### config.mk
export PLATFORM = sky130hd
export DESIGN_NAME = itd_core
export DESIGN_NICKNAME = d
export VERILOG_FILES = /design/src/itd_pkg.sv /design/src/itd_core.sv /design/src/itd_opdec.sv /design/src/itd_operand.sv
export SDC_FILE = /design/constraint.sdc
export NUM_CORES = 1
export LEC_CHECK = 0
export BUFFER_PORTS_ARGS = -buffer_cell sky130_fd_sc_hd__buf_2
export CORE_MARGIN = 4
export CORE_UTILIZATION = 60
export CTS_BUF_LIST = sky130_fd_sc_hd__clkbuf_4
export CTS_CLUSTER_DIAMETER = 150
export DETAILED_ROUTE_END_ITERATION = 10
export PLACE_DENSITY = 0.93
export SLEW_MARGIN = 20
export SYNTH_ARGS = -nofsm -noshare
export SYNTH_HDL_FRONTEND = slang
export SYNTH_SLANG_ARGS = --single-unit
### constraint.sdc
create_clock -name CLK -period 6.55 [get_ports CLK]
set_input_delay 1.31 -clock CLK [delete_from_list [all_inputs] [get_ports CLK]]
set_output_delay 1.31 -clock CLK [all_outputs]
set_load 0.05 [all_outputs]
### src/itd_pkg.sv
// Package: shared types and constants for the instruction timing decoder
package itd_pkg;

	// ************************************************************
	// Instruction classes
	// ************************************************************
	typedef enum logic [4:0]
	{
		CLS_PLAIN    = 5'h00, // Fixed length and cycles
		CLS_FLAGBR   = 5'h01, // Carry / zero conditional jump
		CLS_BITBR    = 5'h02, // Bit test branch
		CLS_BITCLR   = 5'h03, // Bit test branch and clear
		CLS_CMPBR_L  = 5'h04, // Compare, long form
		CLS_CMPBR_S  = 5'h05, // Compare, short form
		CLS_DECBR_R  = 5'h06, // Decrement register and branch
		CLS_DECBR_D  = 5'h07, // Decrement direct and branch
		CLS_SHORT    = 5'h08, // Short relative jump
		CLS_INDIR    = 5'h09, // Jump indirect via pointer
		CLS_PAGE     = 5'h0a, // Page call or jump
		CLS_LONG     = 5'h0b, // Long call or jump
		CLS_RET      = 5'h0c  // Return
	} itd_class_t;

	// Decoded instruction descriptor
	typedef struct packed
	{
		itd_class_t cls;        // Instruction class
		logic [1:0] nbytes;     // Byte length
		logic [3:0] cyc_base;   // Cycles, not taken or fixed
		logic       is_cond;    // Conditional branch
		logic       uses_reg;   // Register operand in opcode
		logic       uses_ind;   // Indirect pointer operand
		logic       uses_dir;   // Direct address in byte 1
	} itd_desc_t;

	// Operand address results
	typedef struct packed
	{
		logic [7:0] reg_addr;   // Bank register RAM address
		logic [7:0] ptr_addr;   // Indirect pointer RAM address
		logic       dir_is_sfr; // Direct address is special reg
		logic [6:0] dir_ram;    // Direct RAM address
	} itd_oper_t;

	// ************************************************************
	// Constants
	// ************************************************************
	localparam logic [7:0] OP_NOP      = 8'h00;
	localparam logic [7:0] OP_UNUSED   = 8'ha5;
	localparam logic [3:0] BANK_STRIDE = 4'h8;
	localparam logic [3:0] CYC_RESET   = 4'h0;
	localparam logic [15:0] PC_RESET   = 16'h0000;
	localparam logic [1:0] RTIME_RESET = 2'h0;
	localparam int         PAGE_BITS   = 11;

	// Cycle figures
	localparam logic [3:0] CYC_1 = 4'h1;
	localparam logic [3:0] CYC_2 = 4'h2;
	localparam logic [3:0] CYC_3 = 4'h3;
	localparam logic [3:0] CYC_4 = 4'h4;
	localparam logic [3:0] CYC_5 = 4'h5;
	localparam logic [3:0] CYC_8 = 4'h8;

endpackage

### src/itd_core.sv
// Instruction decode and cycle timing sequencer of the controller core
// Summary of operation
// - Carry/zero jumps, register loop: 2/3 cycles
// - Bit-test branches: three bytes, 3/4 cycles
// - Bit-test-and-clear branches and clears bit
// - Compare branches take 4/5 or 3/4
// - Direct decrement-branch: three bytes, 3/4 cycles
// - Short and indirect jumps take three cycles
// - Code byte reads: one byte, three cycles
// - External data moves: one byte, three cycles
// - Pointer immediate load: three bytes, three
// - Direct-to-direct move three; accumulator-register moves one
// - Low nibble exchange: one byte, two
// - Push and pop: two bytes, two
// - Accumulator rotates are single cycle
// - Carry-bit logic two; carry ops one
// - Register operand picks one of eight
// - Indirect address from first two registers
// - Relative target from next instruction address
// - Direct low half RAM, high half special
// - Page target replaces low eleven bits
// - Long target is full sixteen bits
// - Unused opcode behaves as no-operation
// - Alignment and read timing add cycles
// - Untaken branch finishes one cycle sooner
// - Bank select places banks at eight-byte steps
`timescale 1ns/100ps
module itd_core
	import itd_pkg::*;
(
	input  wire logic        CLK,          // System clock
	input  wire logic        RST,          // Synchronous reset, high
	input  wire logic        FETCH_VALID,  // Instruction bytes valid
	input  wire logic [7:0]  OPCODE,       // Opcode byte
	input  wire logic [7:0]  OPER1,        // First operand byte
	input  wire logic [7:0]  OPER2,        // Second operand byte
	input  wire logic        COND_TRUE,    // Branch condition holds
	input  wire logic [1:0]  BANK_SELECT,  // Bank select field
	input  wire logic [1:0]  FLASH_TIMING, // Flash read timing setting
	input  wire logic        MISALIGNED,   // Fetch crosses a line
	input  wire logic [15:0] RET_ADDR,     // Return or pointer target
	output logic             FETCH_REQ,    // Start of next fetch
	output logic [15:0]      PC,           // Program counter
	output logic [7:0]       REG_ADDR,     // Bank register address
	output logic [7:0]       PTR_ADDR,     // Indirect pointer address
	output logic             DIR_SFR,      // Direct hits special reg
	output logic             BIT_CLEAR,    // Clear tested bit pulse
	output logic             TAKEN,        // Branch taken flag
	output logic [3:0]       CYCLES        // Cycles of last instr
);

	// ************************************************************
	// Sequencer states
	// ************************************************************
	typedef enum logic [2:0]
	{
		ST_IDLE = 3'b001, // Waiting for bytes
		ST_EXEC = 3'b010, // Counting execute cycles
		ST_DONE = 3'b100  // Issue next fetch
	} itd_state_t;

	itd_desc_t  desc;
	itd_oper_t  oper;
	itd_state_t state_reg,  state_next;
	logic [3:0] cnt_reg,    cnt_next;
	logic [3:0] total_reg,  total_next;
	logic [15:0] pc_reg,    pc_next;
	logic [15:0] tgt_reg,   tgt_next;
	logic       taken_reg,  taken_next;
	logic       clr_reg,    clr_next;
	logic       req_reg,    req_next;
	logic [7:0] ra_reg,     ra_next;
	logic [7:0] pa_reg,     pa_next;
	logic       sfr_reg,    sfr_next;
	logic [3:0] last_reg,   last_next;
	logic       take_now;

	// ************************************************************
	// Decoders
	// ************************************************************

	// Opcode table lookup
	itd_opdec u_opdec
	(
		.opcode (OPCODE),
		.desc   (desc)
	);

	// Operand address formation, direct address in first operand
	itd_operand u_operand
	(
		.opcode   (OPCODE),
		.dir_byte (OPER1),
		.bank_sel (BANK_SELECT),
		.oper     (oper)
	);

	// ************************************************************
	// Helpers
	// ************************************************************

	// Signed displacement added to the address after the branch
	function automatic logic [15:0] rel_target(input logic [15:0] nxt,
		input logic [7:0] disp);
		return 16'(nxt + {{8{disp[7]}}, disp});
	endfunction

	// Extra cycles from alignment and flash read timing
	function automatic logic [3:0] extra_cyc(input logic mis,
		input logic [1:0] flash_read_timing_setting);
		return mis ? {2'h0, flash_read_timing_setting} : 4'h0;
	endfunction

	// ************************************************************
	// Next-state logic
	// ************************************************************

	// Timing of one instruction, counted on rising edges:
	// edge 0 takes the bytes while idle and FETCH_VALID is high;
	// operand addresses, taken flag and clear pulse show after it.
	// The counter starts at one on that edge and steps once per
	// edge until it meets the total, then one done cycle follows.
	// The done cycle moves the target into PC, posts the total on
	// CYCLES and raises FETCH_REQ for exactly one cycle; the core
	// is idle again in that cycle and may take the next bytes.
	// The total is the base figure of the opcode, one more for a
	// taken branch, plus the read timing setting when the fetch
	// crosses a line. The penalty is a plain sum on purpose: the
	// true alignment effect depends on the fetch buffer outside
	// this block, and the caller decides when MISALIGNED is high.
	// Return and indirect targets are computed outside the core and
	// arrive on RET_ADDR with the bytes; nothing here checks them.
	// Bytes offered while busy are ignored without any indication,
	// so the fetch side must wait for FETCH_REQ before the next.

	// Works out cycle total and target once bytes arrive
	always_comb
	begin
		logic [15:0] nxt;
		logic [7:0]  disp;
		logic        tk;
		nxt        = 16'(pc_reg + {14'h0000, desc.nbytes});
		disp       = (desc.nbytes == 2'h3) ? OPER2 : OPER1;
		tk         = 1'b0;
		state_next = state_reg;
		cnt_next   = cnt_reg;
		total_next = total_reg;
		pc_next    = pc_reg;
		tgt_next   = tgt_reg;
		req_next   = 1'b0;
		last_next  = last_reg;
		case (state_reg)
			ST_IDLE:
			begin
				if (FETCH_VALID)
				begin
					tk       = desc.is_cond & COND_TRUE;
					tgt_next = nxt;
					case (desc.cls)
						CLS_FLAGBR, CLS_BITBR, CLS_BITCLR,
						CLS_CMPBR_L, CLS_CMPBR_S, CLS_DECBR_R,
						CLS_DECBR_D:
							if (tk)
								tgt_next = rel_target(nxt, disp);
						CLS_SHORT:
							tgt_next = rel_target(nxt, OPER1);
						CLS_INDIR, CLS_RET:
							tgt_next = RET_ADDR;
						CLS_PAGE:
							tgt_next = {nxt[15:PAGE_BITS],
								OPCODE[7:5], OPER1};
						CLS_LONG:
							tgt_next = {OPER1, OPER2};
						default:
							tgt_next = nxt;
					endcase
					// Taken adds one cycle to the not-taken base
					total_next = 4'(desc.cyc_base + {3'h0, tk}
						+ extra_cyc(MISALIGNED, FLASH_TIMING));
					cnt_next   = CYC_1;
					state_next = (total_next == CYC_1) ? ST_DONE : ST_EXEC;
				end
			end
			ST_EXEC:
			begin
				// Counting from the opcode fetch cycle
				cnt_next = 4'(cnt_reg + 4'h1);
				if (cnt_next == total_reg)
					state_next = ST_DONE;
			end
			ST_DONE:
			begin
				pc_next    = tgt_reg;
				req_next   = 1'b1;
				last_next  = total_reg;
				state_next = ST_IDLE;
			end
			default:
				state_next = ST_IDLE;
		endcase
	end

	// ************************************************************
	// State registers
	// ************************************************************

	// Registers only; reset gives an idle core at address zero
	always_ff @(posedge CLK)
	begin
		if (RST)
		begin
			state_reg <= ST_IDLE;
			cnt_reg   <= CYC_RESET;
			total_reg <= CYC_RESET;
			pc_reg    <= PC_RESET;
			tgt_reg   <= PC_RESET;
			req_reg   <= 1'b0;
			last_reg  <= CYC_RESET;
		end
		else
		begin
			state_reg <= state_next;
			cnt_reg   <= cnt_next;
			total_reg <= total_next;
			pc_reg    <= pc_next;
			tgt_reg   <= tgt_next;
			req_reg   <= req_next;
			last_reg  <= last_next;
		end
	end

	// ************************************************************
	// Operand capture
	// ************************************************************

	// Bytes are taken only while idle; the same condition gates the
	// sequencer, so capture and count always start on one edge
	assign take_now = (state_reg == ST_IDLE) && FETCH_VALID;

	// Capture is kept apart from the sequencer: these values stand
	// for the whole instruction and until the next take, while the
	// sequencer state moves every cycle. The clear pulse is the one
	// exception and lasts a single cycle.
	always_comb
	begin
		taken_next = taken_reg;
		clr_next   = 1'b0;
		ra_next    = ra_reg;
		pa_next    = pa_reg;
		sfr_next   = sfr_reg;
		if (take_now)
		begin
			taken_next = desc.is_cond & COND_TRUE;
			// Clearing rides only on a taken test-and-clear branch
			clr_next   = taken_next && desc.cls == CLS_BITCLR;
			ra_next    = oper.reg_addr;
			pa_next    = oper.ptr_addr;
			sfr_next   = oper.dir_is_sfr;
		end
	end

	// Capture registers; reset clears them with the sequencer
	always_ff @(posedge CLK)
	begin
		if (RST)
		begin
			taken_reg <= 1'b0;
			clr_reg   <= 1'b0;
			ra_reg    <= 8'h00;
			pa_reg    <= 8'h00;
			sfr_reg   <= 1'b0;
		end
		else
		begin
			taken_reg <= taken_next;
			clr_reg   <= clr_next;
			ra_reg    <= ra_next;
			pa_reg    <= pa_next;
			sfr_reg   <= sfr_next;
		end
	end

	// ************************************************************
	// Outputs
	// ************************************************************

	// Every output is a flop, so downstream logic never sees decode
	// glitches; the price is that each one shows a cycle after the
	// event that causes it, which the timing above already counts
	assign FETCH_REQ = req_reg;
	assign PC        = pc_reg;
	assign REG_ADDR  = ra_reg;
	assign PTR_ADDR  = pa_reg;
	assign DIR_SFR   = sfr_reg;
	assign BIT_CLEAR = clr_reg;
	assign TAKEN     = taken_reg;
	assign CYCLES    = last_reg;

endmodule

### src/itd_opdec.sv
// Opcode decoder: byte length, base cycles and class of each opcode
`timescale 1ns/100ps
module itd_opdec
	import itd_pkg::*;
(
	input  wire logic [7:0] opcode, // Opcode byte
	output itd_desc_t       desc    // Decoded descriptor
);

	// ************************************************************
	// Decode table
	// ************************************************************

	// Helper builds a descriptor in one line
	function automatic itd_desc_t mk(input itd_class_t c,
		input logic [1:0] b, input logic [3:0] n, input logic cd);
		itd_desc_t d;
		d          = '0;
		d.cls      = c;
		d.nbytes   = b;
		d.cyc_base = n;
		d.is_cond  = cd;
		return d;
	endfunction

	// Rows keyed on low and high nibbles of the opcode
	always_comb
	begin
		logic [3:0] hi;
		logic [3:0] lo;
		hi   = opcode[7:4];
		lo   = opcode[3:0];
		desc = mk(CLS_PLAIN, 2'h1, CYC_1, 1'b0);
		if (opcode == OP_UNUSED)
			desc = mk(CLS_PLAIN, 2'h1, CYC_1, 1'b0);
		else if (lo == 4'h1)
			desc = mk(CLS_PAGE, 2'h2, CYC_3, 1'b0);
		else if (lo >= 4'h8)
		begin
			desc = mk(CLS_PLAIN, 2'h1, CYC_1, 1'b0);
			if (hi == 4'hb)
				desc = mk(CLS_CMPBR_S, 2'h3, CYC_3, 1'b1);
			else if (hi == 4'hd)
				desc = mk(CLS_DECBR_R, 2'h2, CYC_2, 1'b1);
			else if (hi == 4'h7 || hi == 4'ha || hi == 4'h8)
				desc = mk(CLS_PLAIN, 2'h2, CYC_2, 1'b0);
			desc.uses_reg = 1'b1;
		end
		else if (lo == 4'h6 || lo == 4'h7)
		begin
			desc = mk(CLS_PLAIN, 2'h1, CYC_2, 1'b0);
			if (hi == 4'hb)
				desc = mk(CLS_CMPBR_L, 2'h3, CYC_4, 1'b1);
			else if (hi == 4'h7 || hi == 4'h8 || hi == 4'ha)
				desc = mk(CLS_PLAIN, 2'h2, CYC_2, 1'b0);
			else if (hi == 4'hd)
				desc = mk(CLS_PLAIN, 2'h1, CYC_2, 1'b0);
			desc.uses_ind = 1'b1;
		end
		else if (lo == 4'h5)
		begin
			desc = mk(CLS_PLAIN, 2'h2, CYC_2, 1'b0);
			desc.uses_dir = 1'b1;
			if (hi == 4'hb)
				desc = mk(CLS_CMPBR_L, 2'h3, CYC_4, 1'b1);
			else if (hi == 4'hd)
				desc = mk(CLS_DECBR_D, 2'h3, CYC_3, 1'b1);
			else if (hi == 4'h8)
				desc = mk(CLS_PLAIN, 2'h3, CYC_3, 1'b0);
			desc.uses_dir = 1'b1;
		end
		else
		begin
			case (opcode)
				8'h00: desc = mk(CLS_PLAIN, 2'h1, CYC_1, 1'b0);
				8'h02: desc = mk(CLS_LONG, 2'h3, CYC_4, 1'b0);
				8'h12: desc = mk(CLS_LONG, 2'h3, CYC_4, 1'b0);
				8'h22: desc = mk(CLS_RET, 2'h1, CYC_5, 1'b0);
				8'h32: desc = mk(CLS_RET, 2'h1, CYC_5, 1'b0);
				8'h10: desc = mk(CLS_BITCLR, 2'h3, CYC_3, 1'b1);
				8'h20: desc = mk(CLS_BITBR, 2'h3, CYC_3, 1'b1);
				8'h30: desc = mk(CLS_BITBR, 2'h3, CYC_3, 1'b1);
				8'h40: desc = mk(CLS_FLAGBR, 2'h2, CYC_2, 1'b1);
				8'h50: desc = mk(CLS_FLAGBR, 2'h2, CYC_2, 1'b1);
				8'h60: desc = mk(CLS_FLAGBR, 2'h2, CYC_2, 1'b1);
				8'h70: desc = mk(CLS_FLAGBR, 2'h2, CYC_2, 1'b1);
				8'hb4: desc = mk(CLS_CMPBR_S, 2'h3, CYC_3, 1'b1);
				8'h80: desc = mk(CLS_SHORT, 2'h2, CYC_3, 1'b0);
				8'h73: desc = mk(CLS_INDIR, 2'h1, CYC_3, 1'b0);
				8'h83: desc = mk(CLS_PLAIN, 2'h1, CYC_3, 1'b0);
				8'h93: desc = mk(CLS_PLAIN, 2'h1, CYC_3, 1'b0);
				8'h90: desc = mk(CLS_PLAIN, 2'h3, CYC_3, 1'b0);
				8'he0, 8'he2, 8'he3,
				8'hf0, 8'hf2, 8'hf3:
					desc = mk(CLS_PLAIN, 2'h1, CYC_3, 1'b0);
				8'hc0, 8'hd0:
					desc = mk(CLS_PLAIN, 2'h2, CYC_2, 1'b0);
				8'h03, 8'h13, 8'h23, 8'h33:
					desc = mk(CLS_PLAIN, 2'h1, CYC_1, 1'b0);
				8'h72, 8'h82, 8'ha0, 8'hb0, 8'ha2, 8'h92:
					desc = mk(CLS_PLAIN, 2'h2, CYC_2, 1'b0);
				8'hb2, 8'hc2, 8'hd2:
					desc = mk(CLS_PLAIN, 2'h2, CYC_2, 1'b0);
				8'hb3, 8'hc3, 8'hd3:
					desc = mk(CLS_PLAIN, 2'h1, CYC_1, 1'b0);
				8'h43, 8'h53, 8'h63:
					desc = mk(CLS_PLAIN, 2'h3, CYC_3, 1'b0);
				8'h42, 8'h52, 8'h62, 8'h24, 8'h34, 8'h44,
				8'h54, 8'h64, 8'h74, 8'h94:
					desc = mk(CLS_PLAIN, 2'h2, CYC_2, 1'b0);
				8'ha4: desc = mk(CLS_PLAIN, 2'h1, CYC_4, 1'b0);
				8'h84: desc = mk(CLS_PLAIN, 2'h1, CYC_8, 1'b0);
				default: desc = mk(CLS_PLAIN, 2'h1, CYC_1, 1'b0);
			endcase
		end
	end

endmodule

### src/itd_operand.sv
// Operand address formation: bank registers, pointers, direct split
`timescale 1ns/100ps
module itd_operand
	import itd_pkg::*;
(
	input  wire logic [7:0] opcode,    // Opcode byte
	input  wire logic [7:0] dir_byte,  // Direct address operand byte
	input  wire logic [1:0] bank_sel,  // Bank select field
	output itd_oper_t       oper       // Operand addresses
);

	// ************************************************************
	// Address formation
	// ************************************************************

	// Bank base is bank number times the bank stride
	function automatic logic [7:0] bank_base(input logic [1:0] bs);
		return 8'({bs, 3'h0});
	endfunction

	// Register and pointer addresses sit inside the current bank
	always_comb
	begin
		oper            = '0;
		oper.reg_addr   = bank_base(bank_sel) | {5'h00, opcode[2:0]};
		oper.ptr_addr   = bank_base(bank_sel) | {7'h00, opcode[0]};
		oper.dir_is_sfr = dir_byte[7];
		oper.dir_ram    = dir_byte[6:0];
	end

endmodule

# --- After elaboration in Yosys (flattened, before gate mapping) ---
# Memory sizes are Yosys's and may differ from the RTL's.
# Index checks and enable logic that the tools add are counted.
op_classes:
  magnitude_cmp: 1
  bitwise_logic: 4
  n_eq_ne: 30
  mux: 24
  add_sub_neg: 6
  reduce_logical: 14
op_table:
  columns: ["op", "n"]
  rows:
  - ["2-to-1 mux 15 bit", 10]
  - ["case mux 16 bit (5 select lines)", 1]
  - ["adder 16 bit", 2]
  - ["equality test 5 x 4 -> 1 bit (second input constant)", 5]
  - ["equality test 5 x 3 -> 1 bit (second input constant)", 4]
  - ["2-to-1 mux 10 bit", 2]
  - ["adder 16 x 2 -> 16 bit", 1]
  - ["equality test 4 x 3 -> 1 bit (second input constant)", 4]
  - ["equality test 4 bit (second input constant)", 4]
  - ["2-to-1 mux 16 bit", 1]
  - ["equality test 5 x 2 -> 1 bit (second input constant)", 2]
  - ["2-to-1 mux 3 bit", 3]
  - ["2-to-1 mux 9 bit", 1]
  - ["equality test 4 x 1 -> 1 bit (second input constant)", 2]
  - ["equality test 8 bit (second input constant)", 1]
  - ["2-to-1 mux 8 bit", 1]
  - ["case mux 4 bit (2 select lines)", 1]
  - ["OR reduction 7 bit", 1]
  - ["case mux 3 bit (2 select lines)", 1]
  - ["AND reduction 2 bit", 3]
  - ["equality test 5 x 1 -> 1 bit (second input constant)", 1]
  - ["logical OR 1 bit", 5]
  - ["OR 5 x 1 -> 5 bit", 1]
  - ["OR 5 x 3 -> 5 bit", 1]
  - ["other kinds (18)", 21]
totals:
  output_inout_bits: 40
  input_bits: 49
  elab_cells: 92
  mem_count: 1
  mem_bits_ro: 2816
  reg_bits: 67
memory_table:
  columns: ["name", "depth", "word_bits", "read_ports", "rd_clocked_by_memory_dff", "wr", "line_no", "rtl"]
  rows:
  - ["(no name shown)", 256, 11, 1, 0, 0, "itd_opdec.sv:74", "case (opcode)"]

# --- Logic depth before layout (Yosys ltp) ---
# Gate-level depths: netlist of the first run.
logic_depth:
  depth_word: 16
  mapped_depth: 27
  mapped_depth_nobuf: 26

# --- Modules after synthesis ---
# Synthesis of the first run repeated with hierarchy kept, for this count alone.
hier_totals:
  cells_unflattened: 848
  area_unflattened_um2: 6324.8
modules_own_cells:
  columns: ["module", "area_per_inst_um2", "cells_each", "seq_area_each_um2", "instances"]
  rows:
  - ["itd_core", 5113.7, 657, 1341.3, 1]
  - ["itd_opdec", 1027.2, 166, 0.0, 1]
  - ["itd_operand", 183.9, 25, 0.0, 1]

# --- Worst setup path after synthesis of the first run ---
# No wires, ideal clock.
synth_path:
  path_type: "input-to-reg"
  start: "input port OPCODE[0]"
  end: "register tgt_reg[15]"
  path_stages: 27
  arrival_ns: 6.090
  setup_time_ns: 0.061
  path_slack_ns: 0.399
  path_cell_list: "inv_1 > ha_1 > buf_2 > nor2_1 > nor3_4 > nor4_2 > a2111oi_4 > o211ai_2 > nand2_1 > ha_1 > inv_1 > fa_1 > nor2_1 > nand3_1 > xnor2_1 > ha_1 > or3_1 > o21ai_0 > inv_1 > o41ai_1 > o21ai_0 > o211a_1 > a31oi_2 > nand2_1 > o311a_1 > a211o_1 > nand3_2"
synth_between:
  elab_chain_cells: 11
  elab_cells_between_ends: 35
synth_rtl:
  columns: ["item", "line_no", "rtl"]
  rows:
  - ["start, declared", "itd_core.sv:34", "input wire logic [7:0] OPCODE,"]
  - ["memory (256 x 11 bit) (tied with other cells)", null, null]
  - ["2-to-1 mux 15 bit or logical OR 1 bit (tied branches)", "itd_opdec.sv:60, itd_opdec.sv:49", null]
  - ["2-to-1 mux 15 bit", "itd_opdec.sv:49", "else if (lo == 4'h6 || lo == 4'h7)"]
  - ["2-to-1 mux 15 bit", "itd_opdec.sv:38", "else if (lo >= 4'h8)"]
  - ["2-to-1 mux 15 bit", "itd_opdec.sv:36", "else if (lo == 4'h1)"]
  - ["2-to-1 mux 15 bit *", "itd_opdec.sv:34", "if (opcode == OP_UNUSED)"]
  - ["parallel branches: the longest is 4 deep, another holds adder 16 x 2 -> 16 bit", null, null]
  - ["case mux 16 bit (5 select lines) *", "itd_core.sv:159", "case (desc.cls)"]
  - ["end signal, assigned", "itd_core.sv:226", "tgt_reg <= tgt_next;"]
  - ["end, declared", "itd_core.sv:68", "logic [15:0] tgt_reg, tgt_next;"]
# Every way passes the cells marked *.
# A chain may end at the register's enable or synchronous reset.

# --- Worst setup path after layout of the first run ---
# Ends and elaborated chain as after synthesis.

==> results of run 1 <==
## area by class of cell
class	instances	area [µm²]	share of cell area (%)
timing repair buffer	102	566	9.27
inverter	25	93.8	1.54
sequential	56	1120	18.4
antenna	1	2.50	0.0410
clock inverter	3	27.5	0.451
clock buffer	5	37.5	0.615
multi-input combinational	631	4110	67.4
tap	111	139	2.28
## cell usage after synthesis, types with 21 or more instances
master / n / area (µm²)
ha_1: 41 / 513
inv_1: 24 / 90.1
o21ai_0: 30 / 150
dfxtp_1: 56 / 1120
nand3_1: 22 / 110
nor3_1: 21 / 105
nor2_1: 52 / 195
a21oi_1: 78 / 390
nand2_1: 123 / 462
xnor2_1: 31 / 272
a221oi_1: 22 / 193
clkbuf_1: 25 / 93.8
## power breakdown
| part | switching [mW] | internal [mW] |
|---|---|---|
| registers | 0.0166 | 0.364 |
| logic | 0.242 | 0.140 |
| clock network | 0.124 | 0.0454 |
## critical path: cells and delay by family
kind / cells / cell delay, ns
simple gates: 8 / 1.12
compound gates: 8 / 1.63
mux: 2 / 0.48
xor+xnor: 1 / 0.21
buf+inv: 5 / 0.55
fa+ha+maj: 4 / 1.20
## through the flow
stage / cells / setup WS [ns] / utilization, %
floorplan: 768 / 0.399 / -
global placement: 925 / 0.175 / 65.6
detailed placement: 925 / 0.00415 / 65.6
CTS: 933 / 0.425 / 66.3
global route: 934 / 0.0475 / 66.3
finish: 934 / 0.401 / 66.3
## routing by layer
layer / routed length, µm / global-route usage, % / part of all wire [%] / vias to the layer above
met1: 6910 / 40.3 / 42 / 2764
met4: 510 / 11.2 / 3.1 / 0
met2: 7180 / 45.7 / 44 / 403
met3: 1780 / 4.69 / 11 / 53
li1: - / - / - / 2859
met5: 0 / 0 / 0 / -
## worst min path at each step
stage / from / endpoint / slack [ns] / cells past startpoint
finish: tgt_reg[8] / PC[8] / 0.46 / 2
global route: CYCLES[0] / CYCLES[0] / 0.48 / 2
CTS: tgt_reg[8] / PC[8] / 0.46 / 2
detailed placement: CYCLES[2] / CYCLES[2] / 0.45 / 2
global placement: tgt_reg[5] / PC[5] / 0.44 / 2
floorplan: tgt_reg[11] / tgt_reg[11] / 0.42 / 2
## logic make-up after synthesis
logic type               count (synthesis)  synth area share, %
XOR/XNOR                                47                 7.32
AO/OA/AOI/OAI                          225                 26.8
AND/OR/NAND/NOR                        295                 25.3
adder cells (fa/ha/maj)                 46                 10.9
flip-flops                              56                 19.9
buffers and inverters                   81                 7.47
multiplexers                            10                 2.16
other                                    1               0.0667
==> run_results.csv, run 1 <==
group,metric,value,unit
die,core-area,9200,µm²
final_layout,layout.nets,916,
drt,viasPerCell,6.51,
cts,postCtsHoldBufs,0,
worst_setup_path,critPathRequiredTime,6.91,ns
global_routing,grt_pass1_wl,26900,µm
sta,max_freq,163,MHz
placement,io_buffer_count,80,
logic_synthesis,ys_ff_latch,56,
worst_setup_path,startpoint,"OPCODE[0]",
cts,post_cts.repair.setup_buffers,0,
logic_synthesis,synthArstFlopShare,0,%
die,pin_count,89,
cts,cts_tree,"built",
worst_setup_path,worstReg2RegStart,"PC[0]",
power,leakagePower,2.69,nW
worst_setup_path,arrival,6.51,ns
worst_setup_path,start_kind,"primary input",
cts,cts_inserted_buffers,5,
drt,initialDrtViolationCount,739,
cts,clkTransAtPathRegs,0.19,ns
power,power.density,153,nW/µm²
power,ir_drop,0.000117,V
final_layout,fillers,800,
final_layout,syn2layout_area_growth,8.48,%
die,rows,35,
sta,rsz0062_at_grt,"false",
sta,hold_viol_final,0,
die,die_y,105,µm
logic_synthesis,synth-seq-area-share,19.9,%
logic_synthesis,avgSynthCellArea,7.39,µm²
drt,remaining_drc_errors,0,
hold_path,hold_path.class,"register to register",
worst_setup_path,r2r.worst_path.cells,19,
cts,clockBufferDepth,2,
sta,whs,0.464,ns
final_layout,final_cell_area,6100,µm²
sta,setup-violations-final,0,
placement,place_hpwl,12600,µm
placement,gp_congestion,0.980,
worst_setup_path,cp_max_fo,12,
sta,setup_tns,0,ns
cts,cts.sinks,56,
cts,cts_resized,0,
sta,worst_slew_pin_slew,0.959,ns
final_layout,final_common_cell,"nand2_1",
run_status,outcome,"completed",
worst_setup_path,max_stage_delay,0.41,ns
drt,num_vias,6079,
global_routing,grtUsageTotal,29.2,%
drt,wl_per_cell,17.5,µm
worst_setup_path,crit_type,"primary input to register",
global_routing,grt_pass1_vias,5555,
sta,fin_crit,6.15,ns
final_layout,drive_gt1_share,17.5,%
logic_synthesis,ys.flop_type,"dfxtp_1",
global_routing,overflow,0,
cts,root_buffer,"clkbuf_4",
sta,post-route-period-util,93.9,%
die,initial_utilization,61.2,%
cts,cts_max_level,2,
drt,firstDrtPassIters,6,
logic_synthesis,ys_types,78,
logic_synthesis,ys_warn_count,0,
sta,clock_skew,0.0128,ns
logic_synthesis,synth_cells,761,
global_routing,grt_max_degree,55,
final_layout,final_cell_mix,"nand2_1, buf_2, a21oi_1",
sta,drv_slew,0,
global_routing,antenna_found_initial,1,
worst_setup_path,endpoint,"tgt_reg[15]",
cts,insertion_delay,0.40,ns
power,totalPowerFinal,0.933,mW
worst_setup_path,slowest_stage,"fa_1",
die,floorplan.die_area,11000,µm²
drt,drt-total-wl,16400,µm
logic_synthesis,netlist_area,5620,µm²
run,drv_cap,0,
die,fp.dieW,105,µm
worst_setup_path,rrSetupSlack,2.45,ns
sta,slew_headroom,36.1,%
logic_synthesis,synth-edff-count,0,
drt,ant_nets,0,
placement,dpl_cell_area,6030,µm²
worst_setup_path,rr_endpoint,"tgt_reg[15]",
worst_setup_path,worstSetupEndpointType,"register",
Power figures use the tool's default switching activity.
==> run 2, diff against run 1 <==
clock period = 5.75 ns   (was 6.55 ns; I/O delays follow)
==> run 2 against run 1 <==
Setup slack worse by 0.34 ns. Total power grew 21%. Clock skew grew 0.019 ns. Hold slack got worse by 0.013 ns. Critical endpoint unchanged. Highest routed layer unchanged.
==> run_results.csv, run 2 (synthesis results as in run 1) <==
group,metric,value,unit
power,ir_drop,0.000159,V
drt,drt-total-wl,19100,µm
worst_setup_path,rrSetupSlack,1.82,ns
worst_setup_path,rr_endpoint,"tgt_reg[15]",
final_layout,final_cell_mix,"nand2_1, buf_4, buf_2",
cts,cts.sinks,56,
cts,cts_tree,"built",
die,pin_count,89,
cts,clockBufferDepth,2,
sta,slew_headroom,32.0,%
sta,post-route-period-util,98.9,%
cts,cts_inserted_buffers,5,
hold_path,holdPathEnd,"PC[2]",
sta,hold_viol_final,0,
final_layout,final_common_cell,"nand2_1",
global_routing,grt_max_degree,55,
sta,worst_slew_pin_slew,1.02,ns
cts,insertion_delay,0.42,ns
run_status,outcome,"completed",
placement,place_hpwl,13600,µm
cts,clkTransAtPathRegs,0.21,ns
final_layout,fillers,641,
global_routing,grt_pass1_vias,5957,
die,initial_utilization,61.2,%
die,rows,35,
sta,setup-violations-final,0,
worst_setup_path,max_stage_delay,0.36,ns
worst_setup_path,worstReg2RegStart,"PC[0]",
sta,max_freq,176,MHz
worst_setup_path,r2r.worst_path.cells,16,
cts,postCtsHoldBufs,0,
die,floorplan.die_area,11000,µm²
sta,clock_skew,0.0320,ns
die,core-area,9200,µm²
drt,wl_per_cell,19.2,µm
worst_setup_path,critical_path.top_delay_family,"compound AO/OA/AOI/OAI gates",
hold_path,hold_path.class,"register to register",
hold_path,whs_path_depth,2,
hold_path,hold_start,"tgt_reg[2]",
sta,drv_slew,0,
final_layout,drive_gt1_share,26.1,%
worst_setup_path,cp_common_cell,"ha_1",
final_layout,diodes,0,
worst_setup_path,critPathRequiredTime,6.11,ns
global_routing,antenna_found_initial,0,
worst_setup_path,worstPathCellList,"buf_2, buf_4, ha_1, nor3_2, nand2b_4, nand2_1, o311a_1, o21ai_2, inv_1, ha_1, a21o_1, and4_4, buf_4, and3_2, xor2_1, ha_1, a21oi_1, nor2b_1, o21ai_1, nand2b_1, or3_1, o311a_1, a211o_1, nand3_2",
global_routing,overflow,0,
drt,initialDrtViolationCount,1257,
drt,remaining_drc_errors,0,
power,totalPowerFinal,1.13,mW
worst_setup_path,worstSetupEndpointType,"register",
worst_setup_path,slowest_stage,"o311a_1",
die,fp.dieW,105,µm
final_layout,syn2layout_area_growth,19.0,%
worst_setup_path,arrival,6.05,ns
worst_setup_path,path_depth,24,
worst_setup_path,worst-path-buf-inv,4,
worst_setup_path,crit_type,"primary input to register",
cts,root_buffer,"clkbuf_4",
drt,viasPerCell,6.72,
global_routing,grt_pass1_wl,29000,µm
die,die_y,105,µm
placement,io_buffer_count,80,
sta,fin_crit,5.68,ns
power,leakagePower,3.04,nW
cts,cts_max_level,2,
global_routing,grtUsageTotal,31.6,%
sta,whs,0.451,ns
placement,gp_congestion,1.06,
worst_setup_path,cp_max_fo,4,
run,drv_cap,0,
worst_setup_path,start_kind,"primary input",
drt,num_vias,6669,
drt,firstDrtPassIters,9,
power,power.density,169,nW/µm²
drt,ant_nets,0,
final_layout,layout.nets,976,
run 2: metrics by stage:
stage | util, % | setup slack [ns] | cells | instance area [µm²] | TNS (ns)
after floorplan | - | 0.00953 | 768 | 5680 | 0
after global placement | 70.5 | -0.111 | 980 | 6480 | -0.150
after detailed placement | 70.5 | -0.297 | 980 | 6480 | -1.47
after CTS | 71.2 | 0.0711 | 988 | 6550 | 0
after global routing | 72.8 | -0.0528 | 993 | 6690 | -0.112
final | 72.8 | 0.0652 | 993 | 6690 | 0
run 2: layout make-up:
type                    count  area, µm²  share of cell area [%]
clock buffers               5       37.5                   0.561
clock inverters             3       27.5                   0.411
inverters                  25       93.8                    1.40
multi-input cells         631       4250                    63.4
flip-flops and latches     56       1120                    16.7
well taps                 111        139                    2.07
repair buffers            162       1030                    15.4
run 2: worst max path at each step:
stage,startpoint,end,slack [ns]
2_1_floorplan,OPCODE[0],tgt_reg[15],0.01
3_3_place_gp,OPCODE[0],tgt_reg[15],-0.11
3_5_place_dp,OPCODE[0],tgt_reg[15],-0.30
4_1_cts,OPCODE[0],tgt_reg[15],0.07
5_1_grt,OPCODE[0],tgt_reg[15],-0.05
6_report,OPCODE[0],tgt_reg[15],0.07
run 2: report_power, final:
group / internal (mW) / switching, mW
Clock: 0.0516 / 0.150
Sequential: 0.415 / 0.0210
Combinational: 0.190 / 0.304
run 2: metal layers:
layer  share of wire (%)  up-vias  wire length, µm  GRT usage, %
li1                    -     2965                -             -
met1                  38     2961             7250          43.2
met2                  43      602             8250          50.3
met3                  14      141             2580          5.25
met4                 5.2        0              996          11.3
met5                   0        -                0             0
run 2: what timing repair did:
item	4_1_cts	5_1_grt
endpoints found under the hold margin	0	0
resized for setup	0	30
buffers inserted	0	5
setup endpoints to repair	0	9
run 2: worst reg2reg max path, cell delays in order, from the launching register on:
cell and delay (ns):
dfxtp_1 0.44, ha_2 0.22, inv_1 0.06, fa_2 0.56
inv_1 0.10, ha_1 0.30, a21oi_2 0.14, nor2b_1 0.07
o31a_1 0.32, o41ai_4 0.37, o21ai_2 0.16, o211a_1 0.15
a31oi_2 0.21, nand2_2 0.10, o311a_1 0.32, a211o_1 0.28
nand3_2 0.07
==> run 3, diff against run 2 <==
CORE_UTILIZATION = 59   (was 60)
CTS_BUF_LIST = sky130_fd_sc_hd__clkbuf_16   (was sky130_fd_sc_hd__clkbuf_4)
PLACE_DENSITY = 0.92   (was 0.93)
==> run 3 against run 2 <==
The flow now finishes with violations (negative setup slack). Fmax shrank 4.3%. Cell count grew 2.4%. Core utilization grew 2.3 points. Wire length grew 14%. First-iteration DRC count grew 31%. Die area grew 1.6%. Sequential share of layout area shrank 0.60 points. Register-to-register slack lost 0.12 ns. Via count grew 7.7%. Critical path depth shrank 1. Setup slack lost 0.25 ns. Non-clock buffer count grew 6. Critical endpoint is now tgt_reg[9].
==> run_results.csv, run 3 (synthesis results as in run 1) <==
group,metric,value,unit
run_status,outcome,"finished, violations left",
run_status,violations,"negative setup slack",
power,sequentialPowerShare,33.8,%
placement,dp.cells,1005,
die,pin_count,89,
cts,clockBufferDepth,2,
die,initial_utilization,60.9,%
final_layout,final_cell_mix,"nand2_1, buf_4, buf_2",
sta,setup_tns,-0.514,ns
sta,setup-violations-final,4,
final_layout,syn2layout_area_growth,23.4,%
drt,initialDrtViolationCount,1652,
sta,slew_headroom,30.7,%
sta,max_freq,168,MHz
drt,num_vias,7180,
worst_setup_path,startpoint,"OPCODE[6]",
worst_setup_path,worstReg2RegStart,"PC[0]",
worst_setup_path,start_kind,"primary input",
placement,pre_cts_slack,-0.296,ns
cts,clkTransAtPathRegs,0.08,ns
global_routing,grtUsageTotal,32.6,%
final_layout,multi_input_area,4350,µm²
power,comb_power_share,40.7,%
worst_setup_path,worstSetupEndpointType,"register",
power,leakagePower,3.12,nW
final_layout,final_cells,1017,
global_routing,grt_max_degree,55,
placement,io_buffer_count,80,
worst_setup_path,crit_type,"primary input to register",
die,fp.dieW,106,µm
cts,insertion_delay,0.30,ns
final_layout,final_common_cell,"nand2_1",
final_layout,layout.nets,982,
die,core-area,9240,µm²
sta,fin_crit,5.94,ns
hold_path,hold_path.class,"register to register",
final_layout,seq_area,1120,µm²
final_layout,diodes,0,
die,floorplan.die_area,11200,µm²
cts,cts_max_level,2,
sta,clock_skew,0.00558,ns
power,p_int,0.775,mW
global_routing,grt_pass1_wl,30100,µm
power,p_switching,0.516,mW
drt,viasPerCell,7.06,
die,die_y,106,µm
sta,hold_viol_final,0,
sta,setup_slack,-0.189,ns
drt,ant_nets,0,
power,ir_drop,0.000130,V
placement,gp_congestion,1.02,
cts,cts_inserted_buffers,5,
cts,postCtsHoldBufs,0,
drt,firstDrtPassIters,11,
sta,worst_slew_pin_slew,1.04,ns
hold_path,hold_start,"DIR_SFR",
drt,remaining_drc_errors,0,
drt,drt-total-wl,21700,µm
final_layout,drive_gt1_share,28.4,%
cts,root_buffer,"clkbuf_16",
power,switching_share,40.0,%
placement,place_hpwl,13700,µm
global_routing,overflow,0,
sta,post-route-period-util,103,%
worst_setup_path,cp_max_fo,16,
worst_setup_path,critPathRequiredTime,5.90,ns
power,totalPowerFinal,1.29,mW
worst_setup_path,arrival,6.08,ns
global_routing,grt_pass1_vias,6063,
drt,wl_per_cell,21.3,µm
final_layout,fillers,597,
power,power.density,186,nW/µm²
cts,cts.sinks,56,
global_routing,antenna_found_initial,0,
sta,drv_slew,0,
power,clkPwrFrac,25.5,%
cts,cts_tree,"built",
run,drv_cap,0,
die,rows,35,
final_layout,fin_util,75.1,%
run 3: cell types whose count changed in the layout (fill, tap and decap cells not counted), sizes merged:
cell,previous run,this run
clkbuf,5,6
buf,162,167
run 3: layout make-up:
| type | instances | share of cell area, % |
|---|---|---|
| clock buffers | 5 | 1.80 |
| clock inverters | 3 | 0.396 |
| inverters | 25 | 1.35 |
| multi-input cells | 631 | 62.7 |
| flip-flops and latches | 56 | 16.1 |
| well taps | 129 | 2.32 |
| repair buffers | 168 | 15.3 |
run 3: metal layers:
metal	global-route usage, %	part of all wire, %	up-vias
met5	0	0	-
met4	10.8	8.0	0
met3	5.45	16	249
met2	53.0	42	775
met1	44.0	35	3168
li1	-	-	2988
run 3: stage by stage:
stage	area [µm²]	hold WS, ns
after floorplan	5680	0.425
after global placement	6540	0.438
after detailed placement	6540	0.443
after CTS	6700	0.453
after global routing	6940	0.469
final	6940	0.454
run 3: critical path, stage by stage:
cell and delay (ns):
buf_2 0.29, inv_1 0.13, nand2_1 0.20, o21ai_1 0.15, a2111oi_4 0.39, o211ai_2 0.17
nand2_2 0.11, ha_2 0.20, inv_1 0.06, fa_2 0.38, nor2_4 0.21, nand3_2 0.18
xnor2_4 0.25, ha_1 0.23, nor4_1 0.27, o21ai_1 0.17, a31o_2 0.26, a21oi_1 0.17
xnor2_1 0.09, a221oi_1 0.43, nand2_1 0.22, a221oi_2 0.29, nor3_1 0.09
run 3: power by group through the flow:
stage / clock [mW] / sequential (mW) / combinational (mW)
after floorplan: 0 / 0.453 / 0.311
after global placement: 0 / 0.440 / 0.441
after detailed placement: 0 / 0.441 / 0.460
after CTS: 0.320 / 0.434 / 0.466
after global routing: 0.339 / 0.439 / 0.551
final: 0.330 / 0.437 / 0.525
run 3: final timing paths:
kind	endpoint	slack, ns	depth (start not counted)
min	DIR_SFR	0.45	2
max reg2reg	tgt_reg[9]	1.70	16
min reg2reg	DIR_SFR	0.45	2
max	tgt_reg[9]	-0.19	23
run 3: what timing repair did:
item                                    in CTS  in global routing
endpoints found under the setup margin       3                 10
setup buffers                                0                  4
gates resized for setup                      1                 51
pin swaps                                    1                 17
